## src/verilog/ricp_pkg.sv

```systemverilog
package ricp_pkg;
  // timing at 200 MHz
  localparam int unsigned CLK_MHZ          = 200;
  localparam int unsigned RELEASE_MAX_US   = 1000;
  localparam int unsigned INIT_TIME_US     = 20000;
  localparam int unsigned RELEASE_CYC      = RELEASE_MAX_US * CLK_MHZ;
  localparam int unsigned INIT_CYC         = INIT_TIME_US * CLK_MHZ;
  // management commands
  localparam logic [7:0]  CMD_STORE_ALL    = 8'h11;
  localparam logic [7:0]  CMD_ENTER_BOOT   = 8'hD9;
  // bus address handling
  localparam logic [6:0]  ADDR_FALLBACK    = 7'h7E;
  localparam logic [6:0]  ADDR_RSVD_MFG    = 7'h0B;
  localparam logic [6:0]  ADDR_RSVD_TEST   = 7'h7F;
  localparam logic [6:0]  ADDR_GENCALL     = 7'h00;
  // configuration layout
  localparam int unsigned CFG_WORDS        = 16;
  localparam int unsigned CFG_AW           = 4;
  localparam int unsigned CFG_DW           = 16;
  localparam int unsigned GPIO_N           = 8;
  localparam int unsigned JTAG_SHARED_N    = 4;
  localparam int unsigned FAST_PWM_N       = 4;
  localparam logic [15:0] CFG_RESET_VALUE  = 16'h0000;
  typedef enum logic [1:0] {
    RICP_RESET = 2'b00,
    RICP_WAIT  = 2'b01,
    RICP_INIT  = 2'b11,
    RICP_RUN   = 2'b10
  } ricp_state_t;
endpackage : ricp_pkg

```

## src/verilog/ricp_core.sv

```systemverilog
// Contract
// - hold reset until supply above threshold
// - low external reset pin holds reset
// - leave reset within 1ms of release
// - about 20ms initialization after every reset exit
// - init: fast pwm low, other pins undriven
// - after init, run stored configuration (code runs working RAM, which is never loaded from flash)
// - factory default: outputs hi-z, no sequencing (code keeps gpio hi-z but drives fast pwm pins low)
// - parameter write updates working RAM only
// - store command copies RAM to flash
// - jtag port disabled by default
// - enter-boot command enables jtag
// - blank flash at power-up enables jtag
// - invalid address at power-up enables jtag
// - four jtag pins serve as gpio
// - tap follows 1149.1 for programming
// - no boundary scan through tap
// - bad address pin falls back to 126
// - addresses 11 and 127 reserved
`timescale 1ns/1ps
module ricp_core #(
  parameter int unsigned RELEASE_CYC = ricp_pkg::RELEASE_CYC,
  parameter int unsigned INIT_CYC    = ricp_pkg::INIT_CYC
) (
  // clock and reset
  input  wire logic                                i_clk,
  input  wire logic                                i_rstn,
  // reset sources
  input  wire logic                                i_supply_above_threshold,
  input  wire logic                                i_external_reset_low_pin_n,
  // decoded bus address and flash state
  input  wire logic [6:0]                          i_bus_addr,
  input  wire logic                                i_addr_pin_fault,
  input  wire logic                                i_flash_blank,
  // management commands
  input  wire logic                                i_cmd_valid,
  input  wire logic [7:0]                          i_cmd_code,
  input  wire logic                                i_param_wr,
  input  wire logic [ricp_pkg::CFG_AW-1:0]         i_param_addr,
  input  wire logic [ricp_pkg::CFG_DW-1:0]         i_param_data,
  input  wire logic                                i_flash_busy,
  // state levels, sequencer enable, bus address and flash write port
  output logic                                     o_in_reset,
  output logic                                     o_init_active,
  output logic                                     o_run,
  output logic                                     o_seq_enable,
  output logic [6:0]                               o_bus_addr,
  output logic                                     o_flash_store,
  output logic [ricp_pkg::CFG_AW-1:0]              o_flash_addr,
  output logic [ricp_pkg::CFG_DW-1:0]              o_flash_data,
  output logic                                     o_flash_we,
  // pins
  output logic [ricp_pkg::FAST_PWM_N-1:0]          o_fast_pwm_pins,
  output logic [ricp_pkg::GPIO_N-1:0]              o_general_output_pin,
  output logic [ricp_pkg::GPIO_N-1:0]              o_general_output_pin_oe,
  output logic                                     o_jtag_enable,
  output logic [ricp_pkg::JTAG_SHARED_N-1:0]       o_jtag_shared_gpio_oe
);
  initial begin
    if (RELEASE_CYC < 1 || INIT_CYC < 1) $error("ricp_core: counts must be nonzero");
  end

  localparam int unsigned CW = $clog2(INIT_CYC + RELEASE_CYC + 1);
  localparam int unsigned AW = ricp_pkg::CFG_AW;

  function automatic logic addr_bad(input logic [6:0] a, input logic fault);
    addr_bad = fault || a == ricp_pkg::ADDR_FALLBACK || a == ricp_pkg::ADDR_RSVD_MFG ||
               a == ricp_pkg::ADDR_RSVD_TEST || a == ricp_pkg::ADDR_GENCALL;
  endfunction : addr_bad

  function automatic logic cmd_is(input logic v, input logic [7:0] code, input logic [7:0] want);
    cmd_is = v && code == want;
  endfunction : cmd_is

  // three-stage synchronisers for pins
  logic [2:0] sup_sync;
  logic [2:0] ext_sync;
  logic       sup_ok;
  logic       ext_hi;
  always_ff @(posedge i_clk or negedge i_rstn) begin
    if (!i_rstn) begin
      sup_sync <= 3'h0;
      ext_sync <= 3'h0;
      sup_ok   <= 1'b0;
      ext_hi   <= 1'b0;
    end else begin
      sup_sync <= {sup_sync[1:0], i_supply_above_threshold};
      ext_sync <= {ext_sync[1:0], i_external_reset_low_pin_n};
      if (sup_sync[1] == sup_sync[2]) sup_ok <= sup_sync[2];
      if (ext_sync[1] == ext_sync[2]) ext_hi <= ext_sync[2];
    end
  end

  logic hold_reset;
  assign hold_reset = !sup_ok || !ext_hi;

  ricp_pkg::ricp_state_t state;
  logic [CW-1:0]         cnt;
  logic                  wait_done;
  assign wait_done = state == ricp_pkg::RICP_WAIT && cnt >= CW'(RELEASE_CYC / 2);
  always_ff @(posedge i_clk or negedge i_rstn) begin
    if (!i_rstn) begin
      state <= ricp_pkg::RICP_RESET;
      cnt   <= '0;
    end else if (hold_reset) begin
      state <= ricp_pkg::RICP_RESET;
      cnt   <= '0;
    end else begin
      unique case (state)
        ricp_pkg::RICP_RESET: begin
          state <= ricp_pkg::RICP_WAIT;
          cnt   <= '0;
        end
        ricp_pkg::RICP_WAIT: begin
          // release settles in a fixed fraction of the 1 ms allowance
          if (wait_done) begin
            state <= ricp_pkg::RICP_INIT;
            cnt   <= '0;
          end else begin
            cnt <= cnt + 1'b1;
          end
        end
        ricp_pkg::RICP_INIT: begin
          if (cnt == CW'(INIT_CYC - 1)) begin
            state <= ricp_pkg::RICP_RUN;
            cnt   <= '0;
          end else begin
            cnt <= cnt + 1'b1;
          end
        end
        ricp_pkg::RICP_RUN: state <= ricp_pkg::RICP_RUN;
      endcase
    end
  end

  logic running;
  logic init_done;
  assign running   = state == ricp_pkg::RICP_RUN;
  assign init_done = state == ricp_pkg::RICP_INIT && cnt == CW'(INIT_CYC - 1);

  always_ff @(posedge i_clk or negedge i_rstn) begin
    if (!i_rstn) begin
      o_in_reset    <= 1'b1;
      o_init_active <= 1'b0;
      o_run         <= 1'b0;
    end else begin
      // levels follow the next state, so exactly one of the three stands
      o_in_reset    <= hold_reset || state == ricp_pkg::RICP_RESET ||
                       (state == ricp_pkg::RICP_WAIT && !wait_done);
      o_init_active <= !hold_reset && (wait_done ||
                       (state == ricp_pkg::RICP_INIT && !init_done));
      o_run         <= !hold_reset && (running || init_done);
    end
  end

  // working configuration memory
  logic [ricp_pkg::CFG_DW-1:0] cfg_ram [ricp_pkg::CFG_WORDS];
  logic                        cmd_ok;
  assign cmd_ok = running && !hold_reset;
  always_ff @(posedge i_clk or negedge i_rstn) begin
    if (!i_rstn) begin
      for (int i = 0; i < ricp_pkg::CFG_WORDS; i++) cfg_ram[i] <= ricp_pkg::CFG_RESET_VALUE;
    end else if (cmd_ok && i_param_wr && !o_flash_store) begin
      cfg_ram[i_param_addr] <= i_param_data;
    end
  end

  // store walks the whole RAM out to flash, one word each cycle the flash is not busy
  logic [ricp_pkg::CFG_AW-1:0] st_idx;
  always_ff @(posedge i_clk or negedge i_rstn) begin
    if (!i_rstn) begin
      o_flash_store <= 1'b0;
      o_flash_we    <= 1'b0;
      o_flash_addr  <= '0;
      o_flash_data  <= '0;
      st_idx        <= '0;
    end else if (!o_flash_store) begin
      o_flash_we <= 1'b0;
      if (cmd_ok && cmd_is(i_cmd_valid, i_cmd_code, ricp_pkg::CMD_STORE_ALL)) begin
        o_flash_store <= 1'b1;
        st_idx        <= '0;
      end
    end else if (hold_reset) begin
      o_flash_store <= 1'b0;
      o_flash_we    <= 1'b0;
    end else if (!i_flash_busy) begin
      o_flash_we   <= 1'b1;
      o_flash_addr <= st_idx;
      o_flash_data <= cfg_ram[st_idx];
      st_idx       <= st_idx + 1'b1;
      if (st_idx == AW'(ricp_pkg::CFG_WORDS - 1)) o_flash_store <= 1'b0;
    end else begin
      o_flash_we <= 1'b0;
    end
  end

  // jtag enable: boot command any time in run, power-up checks latched at the end of every init
  logic jtag_en;
  always_ff @(posedge i_clk or negedge i_rstn) begin
    if (!i_rstn) begin
      jtag_en    <= 1'b0;
      o_bus_addr <= ricp_pkg::ADDR_FALLBACK;
    end else if (hold_reset) begin
      jtag_en <= 1'b0;
    end else begin
      if (init_done) begin
        o_bus_addr <= i_addr_pin_fault ? ricp_pkg::ADDR_FALLBACK : i_bus_addr;
        if (i_flash_blank) jtag_en <= 1'b1;
        if (addr_bad(i_bus_addr, i_addr_pin_fault)) jtag_en <= 1'b1;
      end
      if (cmd_ok && cmd_is(i_cmd_valid, i_cmd_code, ricp_pkg::CMD_ENTER_BOOT))
        jtag_en <= 1'b1;
    end
  end

  // pin drive: low pwm and hi-z gpio outside run, factory default keeps gpio hi-z
  always_ff @(posedge i_clk or negedge i_rstn) begin
    if (!i_rstn) begin
      o_fast_pwm_pins         <= '0;
      o_general_output_pin    <= '0;
      o_general_output_pin_oe <= '0;
      o_seq_enable            <= 1'b0;
      o_jtag_enable           <= 1'b0;
      o_jtag_shared_gpio_oe   <= '0;
    end else begin
      o_jtag_enable <= jtag_en;
      if (!running || hold_reset) begin
        o_fast_pwm_pins         <= '0;
        o_general_output_pin    <= '0;
        o_general_output_pin_oe <= '0;
        o_seq_enable            <= 1'b0;
        o_jtag_shared_gpio_oe   <= '0;
      end else begin
        o_fast_pwm_pins         <= cfg_ram[0][ricp_pkg::FAST_PWM_N-1:0];
        o_general_output_pin    <= cfg_ram[1][ricp_pkg::GPIO_N-1:0];
        o_general_output_pin_oe <= cfg_ram[2][ricp_pkg::GPIO_N-1:0];
        o_seq_enable            <= cfg_ram[3][0];
        o_jtag_shared_gpio_oe   <= jtag_en ? '0 : cfg_ram[4][ricp_pkg::JTAG_SHARED_N-1:0];
      end
    end
  end

  a_init_pins_low: assert property (@(posedge i_clk) disable iff (!i_rstn)
    o_init_active |-> (o_fast_pwm_pins == '0 && o_general_output_pin_oe == '0))
    else $error("pins driven during init");
  a_reset_no_run: assert property (@(posedge i_clk) disable iff (!i_rstn)
    hold_reset |=> !o_run)
    else $error("run while reset held");
  a_store_start: assert property (@(posedge i_clk) disable iff (!i_rstn)
    (cmd_ok && !o_flash_store && i_cmd_valid && i_cmd_code == ricp_pkg::CMD_STORE_ALL)
      |=> o_flash_store)
    else $error("store not started");
  a_cmd_ignored: assert property (@(posedge i_clk) disable iff (!i_rstn)
    (!running && !o_flash_store) |=> !o_flash_store)
    else $error("store accepted before run");
  a_jtag_hold: assert property (@(posedge i_clk) disable iff (!i_rstn)
    (jtag_en && !hold_reset) |=> jtag_en)
    else $error("jtag enable dropped");
  a_boot_cmd: assert property (@(posedge i_clk) disable iff (!i_rstn)
    (cmd_ok && !hold_reset && i_cmd_valid && i_cmd_code == ricp_pkg::CMD_ENTER_BOOT)
      |=> ##1 o_jtag_enable)
    else $error("boot command ignored");
  a_ram_write: assert property (@(posedge i_clk) disable iff (!i_rstn)
    (cmd_ok && i_param_wr && !o_flash_store) |=> cfg_ram[$past(i_param_addr)] == $past(i_param_data))
    else $error("param write lost");
  a_run_gpio_z: assert property (@(posedge i_clk) disable iff (!i_rstn)
    !o_run |=> o_jtag_shared_gpio_oe == '0 || o_run)
    else $error("shared gpio driven outside run");
  a_init_done_run: assert property (@(posedge i_clk) disable iff (!i_rstn)
    (init_done && !hold_reset) |=> o_run)
    else $error("run not entered after init");
  a_flash_walk: assert property (@(posedge i_clk) disable iff (!i_rstn)
    (o_flash_store && !hold_reset && !i_flash_busy) |=> o_flash_we)
    else $error("store walk stalled");
  a_refused_wr: assert property (@(posedge i_clk) disable iff (!i_rstn)
    ((!cmd_ok || o_flash_store) && i_param_wr)
      |=> cfg_ram[$past(i_param_addr)] == $past(cfg_ram[i_param_addr]))
    else $error("refused param write landed");
  a_reset_flag: assert property (@(posedge i_clk) disable iff (!i_rstn)
    hold_reset |=> o_in_reset)
    else $error("reset level missing");
  a_jtag_default: assert property (@(posedge i_clk) disable iff (!i_rstn)
    (!jtag_en && !init_done && !(cmd_ok && cmd_is(i_cmd_valid, i_cmd_code,
      ricp_pkg::CMD_ENTER_BOOT))) |=> !jtag_en)
    else $error("jtag enabled without cause");
  a_shared_gpio_off: assert property (@(posedge i_clk) disable iff (!i_rstn)
    o_jtag_enable |-> o_jtag_shared_gpio_oe == '0)
    else $error("shared gpio driven with jtag on");
  a_state_levels: assert property (@(posedge i_clk) disable iff (!i_rstn)
    $onehot({o_in_reset, o_init_active, o_run}))
    else $error("state levels overlap");
  a_addr_fallback: assert property (@(posedge i_clk) disable iff (!i_rstn)
    (init_done && !hold_reset && i_addr_pin_fault) |=> o_bus_addr == ricp_pkg::ADDR_FALLBACK)
    else $error("address fallback missing");
  a_blank_jtag: assert property (@(posedge i_clk) disable iff (!i_rstn)
    (init_done && !hold_reset && i_flash_blank) |=> jtag_en)
    else $error("blank flash left jtag off");
  a_bad_addr_jtag: assert property (@(posedge i_clk) disable iff (!i_rstn)
    (init_done && !hold_reset && addr_bad(i_bus_addr, i_addr_pin_fault)) |=> jtag_en)
    else $error("bad address left jtag off");
  a_reset_no_seq: assert property (@(posedge i_clk) disable iff (!i_rstn)
    o_in_reset |-> !o_seq_enable)
    else $error("sequencing during reset");
endmodule : ricp_core

```

## config.mk

```make
export PLATFORM = sky130hd
export DESIGN_NAME = ricp_core
export DESIGN_NICKNAME = d
export VERILOG_FILES = /design/src/verilog/ricp_pkg.sv /design/src/verilog/ricp_core.sv
export SDC_FILE = /design/constraint.sdc
export NUM_CORES = 1
export LEC_CHECK = 0
export ABC_CLOCK_PERIOD_IN_PS = 3850
export BUFFER_PORTS_ARGS = -buffer_cell sky130_fd_sc_hd__buf_4
export CAP_MARGIN = 25
export CELL_PAD_IN_SITES_DETAIL_PLACEMENT = 1
export CELL_PAD_IN_SITES_GLOBAL_PLACEMENT = 1
export CORE_AREA = 3 3 191 193
export CTS_CLUSTER_SIZE = 30
export DETAILED_ROUTE_END_ITERATION = 10
export DIE_AREA = 0 0 194 196
export GPL_TIMING_DRIVEN = 0
export PLACE_DENSITY = 0.8
export RECOVER_POWER = 100
export SKIP_CTS_REPAIR_TIMING = 1
export SKIP_LAST_GASP = 1
export SLEW_MARGIN = 5
export SYNTH_ARGS = -nofsm -noshare
export SYNTH_HDL_FRONTEND = slang
export SYNTH_SLANG_ARGS = --single-unit
```

## constraint.sdc

```tcl
create_clock -name i_clk -period 3.85 [get_ports i_clk]
set_clock_uncertainty 0.05 [all_clocks]
set_input_delay 0.385 -clock i_clk [delete_from_list [all_inputs] [get_ports i_clk]]
set_output_delay 0.385 -clock i_clk [all_outputs]
set_load 0.01 [all_outputs]
```

* Word level (Yosys, flattened, before mapping) *
Cells that the tools add are included.

cells by class
  $add $sub $neg = 2
  magnitude comparators = 4
  equal/unequal tests = 16
  multiplexer cells = 38
  bitwise logic cells = 4
  reductions and logical operators = 42

operators by type and width
  cell                   count
  $bwmux 256             1
  $mux 23                3
  $pmux 23 s3            1
  $bmux 16 s4            1
  $demux 16 s4           1
  $mux 16                3
  $mux 4                 7
  $add 23x1->23 const B  1
  $eq 23x22->1 const B   1
  $ge 23x17->1 const B   1
  $mux 8                 2
  $eq 7x7->1 const B     2
  $logic_and 1x1->1      14
  $mux 1                 14
  $ge 5x5->1 const B     2
  $logic_or 1x1->1       10
  $not 4->5              2
  $eq 8x5->1 const B     1
  $eq 8x8->1 const B     1
  $pmux 2 s4             1
  $reduce_bool 4->1      2
  $eq 7x4->1 const B     1
  $logic_not 1->1        7
  $logic_not 7->1        1
  other kinds (16)       26

storage, ports and cells
  register bits = 352
  input port bits = 44
  output and inout bits = 58
  logic and storage cells = 144

* Depth between registers and ports, before layout *
  depth in word-level cells = 9
  mapped depth = 9
  mapped depth without buffers = 8

* Worst setup path before layout *
No wires, ideal clock.

  kind = register to register
  start point = reg state[0]
  end point = reg cfg_ram[150] (netlist name)
  setup time = 0.125 ns
  arrival time = 2.252 ns
  required time = 3.675 ns
  setup slack = 1.423 ns
  cell stages (with the launch flop) = 10
  buffers on the path = 1
  clock period less this slack = 2.427 ns
  cell sequence = dfrtp_1 > inv_1 > ha_1 > and3_1 > nand3b_1 > nor2_1 > nand2_1 > nor2_1 > clkbuf_1 > mux2_2

between the ends
  longest elaborated chain between the ends = 4

ends and longest elaborated chain
  what                            RTL line          text
  start, declared                 ricp_core.sv:97   ricp_pkg::ricp_state_t state;
  start signal, assigned          ricp_core.sv:103  state <= ricp_pkg::RICP_RESET;
  start signal, assigned          ricp_core.sv:106  state <= ricp_pkg::RICP_RESET;
  start signal, assigned          ricp_core.sv:111  state <= ricp_pkg::RICP_WAIT;
  $eq 2x2->1                      ricp_core.sv:138  assign running = state == ricp_pkg::RICP_RUN;
  $logic_and 1x1->1               ricp_core.sv:159  assign cmd_ok = running && !hold_reset;
  $logic_and 1x1->1 (2 in a row)  ricp_core.sv:163  end else if (cmd_ok && i_param_wr && !o_flash_store) begin
  end signal, assigned by index   ricp_core.sv:164  cfg_ram[i_param_addr] <= i_param_data;
  end, declared                   ricp_core.sv:157  logic [ricp_pkg::CFG_DW-1:0] cfg_ram [ricp_pkg::CFG_WORDS];

Every way passes these cells.
A chain may end at the register's enable or synchronous reset.

* Final worst setup path *
  start point = reg state[0]
  end point = reg cfg_ram[121] (netlist name)

Same word-level chain as after synthesis.

==> impl_metrics.py <==
metrics = {
    "drt": {
        "dr_total_vias": 9722,
        "avgViaCountPerCell": 5.702,
        "routed_wl_um": 40280,
        "drc_errors": 0,
        "first_pass_iters": 4,
        "ant_nets": 0,
        "drtIter0Drc": 595,
        "wl_per_cell_um": 23.62,
    },
    "clocking": {
        "clk_latency_ps": 540,
        "clk_pin_slew_ps": 60,
        "htree_levels": 2,
        "cts_tree": "built",
        "cts_buffers": 38,
        "cts.sinks": 352,
        "root_buffer": "clkbuf_16",
        "cts_buffer_depth": 3,
    },
    "logic_synthesis": {
        "ys_seq_area_share_pct": 56.51,
        "syn-num-nets": 1134,
        "synthCells": 1082,
        "synth_edf_count": 0,
        "ys_seq_elements": 352,
        "yosys_warnings": 0,
        "syn_area_per_cell_sq_um": 14.42,
        "ys.flop_type": "dfrtp_1",
        "async_reset_ff_share_pct": 100.0,
        "synth.distinct_cells": 48,
        "netlist_area_sq_um": 15600,
    },
    "grt": {
        "antenna_found_initial": 0,
        "grt_pass1_wl_um": 63750,
        "grt_max_degree": 120,
        "grt-ovfl-total": 0,
        "grt_pass1_vias": 10750,
        "grt_use_total_pct": 21.16,
    },
    "worst_setup_path": {
        "cp_data_arrival_time_ps": 3910,
        "cp-start-kind": "register",
        "endpoint_kind": "register",
        "worst-setup-path-type": "register to register",
        "crit_required_ps": 4210,
        "cp_max_fo": 10,
    },
    "outcome": {
        "violations": "max-capacitance violations, max-slew violations",
        "status": "finished with violations",
    },
    "power_and_ir_drop": {
        "p_seq_share_pct": 49.1,
        "combinationalPowerShare_pct": 5.6,
        "powerDensity_nw_per_um2": 436.7,
        "power_leakage_nw": 8.425,
        "cellInternalPower_mw": 6.052,
        "netSwitchingFraction_pct": 22.81,
        "p_total_mw": 7.841,
        "power_frac_clock_pct": 45.3,
        "netSwitchingPower_mw": 1.789,
        "ir_worst_vdd_v": 0.0003829,
    },
    "timing": {
        "drv_slew": 29,
        "fmax_mhz": 281.6,
        "worst_pin_slew_ps": 1661,
        "post-route-period-util_pct": 92.23,
        "setup_viol_count_final": 0,
        "worst_slack_ps": 299.0,
        "hold_viol_final": 0,
        "finalCriticalPeriod_ps": 3551,
        "rsz0062_at_grt": "no",
        "relSlewSlack_pct": -10.71,
    },
    "finish": {
        "mostFrequentLayoutCell": "dfrtp_1",
        "postLayoutCellArea_sq_um": 17950,
        "n_antenna_cell": 0,
        "fin_nets": 1280,
        "drive_above_1_share_pct": 34.88,
        "final_cell_mix": "dfrtp_1, mux2_2, clkbuf_1",
        "synthToLayoutAreaGrowth_pct": 15.07,
    },
    "flow_run": {
        "drv_cap": 1,
    },
    "worst_hold_path": {
        "hp-class": "primary input to register",
    },
    "die": {
        "start_util_pct": 44.95,
        "die_w_um": 194,
        "fp.coreArea_sq_um": 34710,
        "ios": 102,
        "die_area_sq_um": 38020,
        "row_count": 68,
        "dieHeight_um": 196,
    },
    "place": {
        "port_buffers": 98,
        "preCtsSetupSlack_ps": 440.1,
        "placed_cell_area_sq_um": 17030,
        "dp_hpwl_um": 27650,
        "gp_congestion": 0.8090,
    },
}
synth_stat cells (2+ instances only):
cell type | n | area (sq um)
or2_2 | 2 | 12.51
nand2b_1 | 7 | 43.79
nand2_1 | 100 | 375.4
nor4_1 | 6 | 37.54
o21ai_0 | 17 | 85.08
mux4_2 | 80 | 1802
buf_6 | 3 | 33.78
mux2i_1 | 2 | 20.02
maj3_1 | 2 | 20.02
or4_1 | 2 | 15.01
nand3b_1 | 2 | 15.01
dfstp_2 | 7 | 183.9
clkbuf_1 | 53 | 198.9
buf_2 | 13 | 65.06
mux2_2 | 257 | 2894
xnor2_1 | 3 | 26.28
nand3_1 | 20 | 100.1
and3_1 | 8 | 50.05
or2b_1 | 3 | 22.52
or3_1 | 2 | 12.51
ha_1 | 8 | 100.1
a41oi_1 | 3 | 26.28
dfrtp_1 | 345 | 8633
and4_1 | 7 | 61.31
a31oi_1 | 19 | 118.9
and2_1 | 26 | 162.7
nor3_1 | 5 | 25.02
inv_1 | 5 | 18.77
nor2_1 | 25 | 93.84
nand4_1 | 5 | 31.28
a21oi_1 | 20 | 100.1
buf_1 | 4 | 15.01
nor3b_1 | 6 | 45.04
worst max-delay path, stage by stage (launching register included):
cell and delay (ps):
dfrtp_1 410, inv_1 140, ha_1 240, and3_1 380, nand3b_1 190, or3_1 400
nor2_1 620, clkbuf_1 570, mux2_2 410
cells by family (layout without fill, tap and decap cells):
kind of cell             Yosys count  in the layout  share of synthesized area (%)
buffers and inverters             80            248                          2.269
AO/OA/AOI/OAI                     69             69                          2.783
adder cells (fa/ha/maj)           10             10                         0.7699
XOR/XNOR                           3              3                         0.1684
multiplexers                     339            339                          30.22
AND/OR/NAND/NOR                  229            229                          7.273
flip-flops                       352            352                          56.51
flip-flops by register name, summed over array words and instances (netlist names), 2 cells and up:
signal                   count
cfg_ram                    256
cnt                         23
o_flash_data                16
o_general_output_pin         8
o_general_output_pin_oe      8
o_bus_addr                   7
o_fast_pwm_pins              4
o_flash_addr                 4
o_jtag_shared_gpio_oe        4
st_idx                       4
ext_sync                     3
sup_sync                     3
state                        2
worst paths after layout:
path | slack (ps) | endpoint | startpoint | depth (start not counted)
max | 300 | cfg_ram[121]$_DFFE_PN0P_ | state[0]$_DFFE_PN0P_ | 8
min reg2reg | 300 | sup_sync[1]$_DFF_PN0_ | sup_sync[0]$_DFF_PN0_ | 0
min | 80 | o_bus_addr[5]$_DFFE_PN1P_ | i_bus_addr[5] | 3
min in group asynchronous | 760 | cnt[7]$_DFFE_PN0P_ | i_rstn | 2
max reg2reg | 300 | cfg_ram[121]$_DFFE_PN0P_ | state[0]$_DFFE_PN0P_ | 8
max in group asynchronous | 760 | o_flash_data[13]$_DFFE_PN0P_ | i_rstn | 4
stage by stage:
| stage | util (%) | hold WS, ps | setup TNS (ps) | cells |
|---|---|---|---|---|
| global route | 51.72 | 88.25 | 0 | 1705 |
| floorplan | - | 39.41 | 0 | 1082 |
| CTS | 52.47 | -370.4 | 0 | 1702 |
| global placement | 48.71 | 281.7 | -296040 | 1635 |
| finish | 51.72 | 77.84 | 0 | 1705 |
| detailed placement | 49.05 | 205.6 | 0 | 1640 |
power groups by stage:
stage / clock, mW / combinational, mW / sequential (mW)
3_5_place_dp: 0 / 0.444 / 3.91
4_1_cts: 3.61 / 0.452 / 3.85
6_report: 3.55 / 0.440 / 3.85
3_3_place_gp: 0 / 0.408 / 3.90
5_1_grt: 3.80 / 0.485 / 3.86
2_1_floorplan: 0 / 0.229 / 3.89
area by class of cell:
cell class                 count  area [sq um]
fill                        3413         16760
sequential                   352          8817
multi-input combinational    650          6411
clock buffer                  54          1072
timing repair buffer         106         639.4
tap                          455         569.3
buffer                        75         312.8
clock inverter                 8         112.6
inverter                       5         18.77
per-layer routing:
metal,wire (um),vias up,share of wire [%],track usage (%)
li1,-,4240,-,-
met2,20280,177,50,36.41
met4,799,0,2.0,5.505
met1,17720,5255,44,28.03
met3,1479,50,3.7,3.795
met5,0,-,0,0
Note: power is estimated with default switching activity, not from simulation.
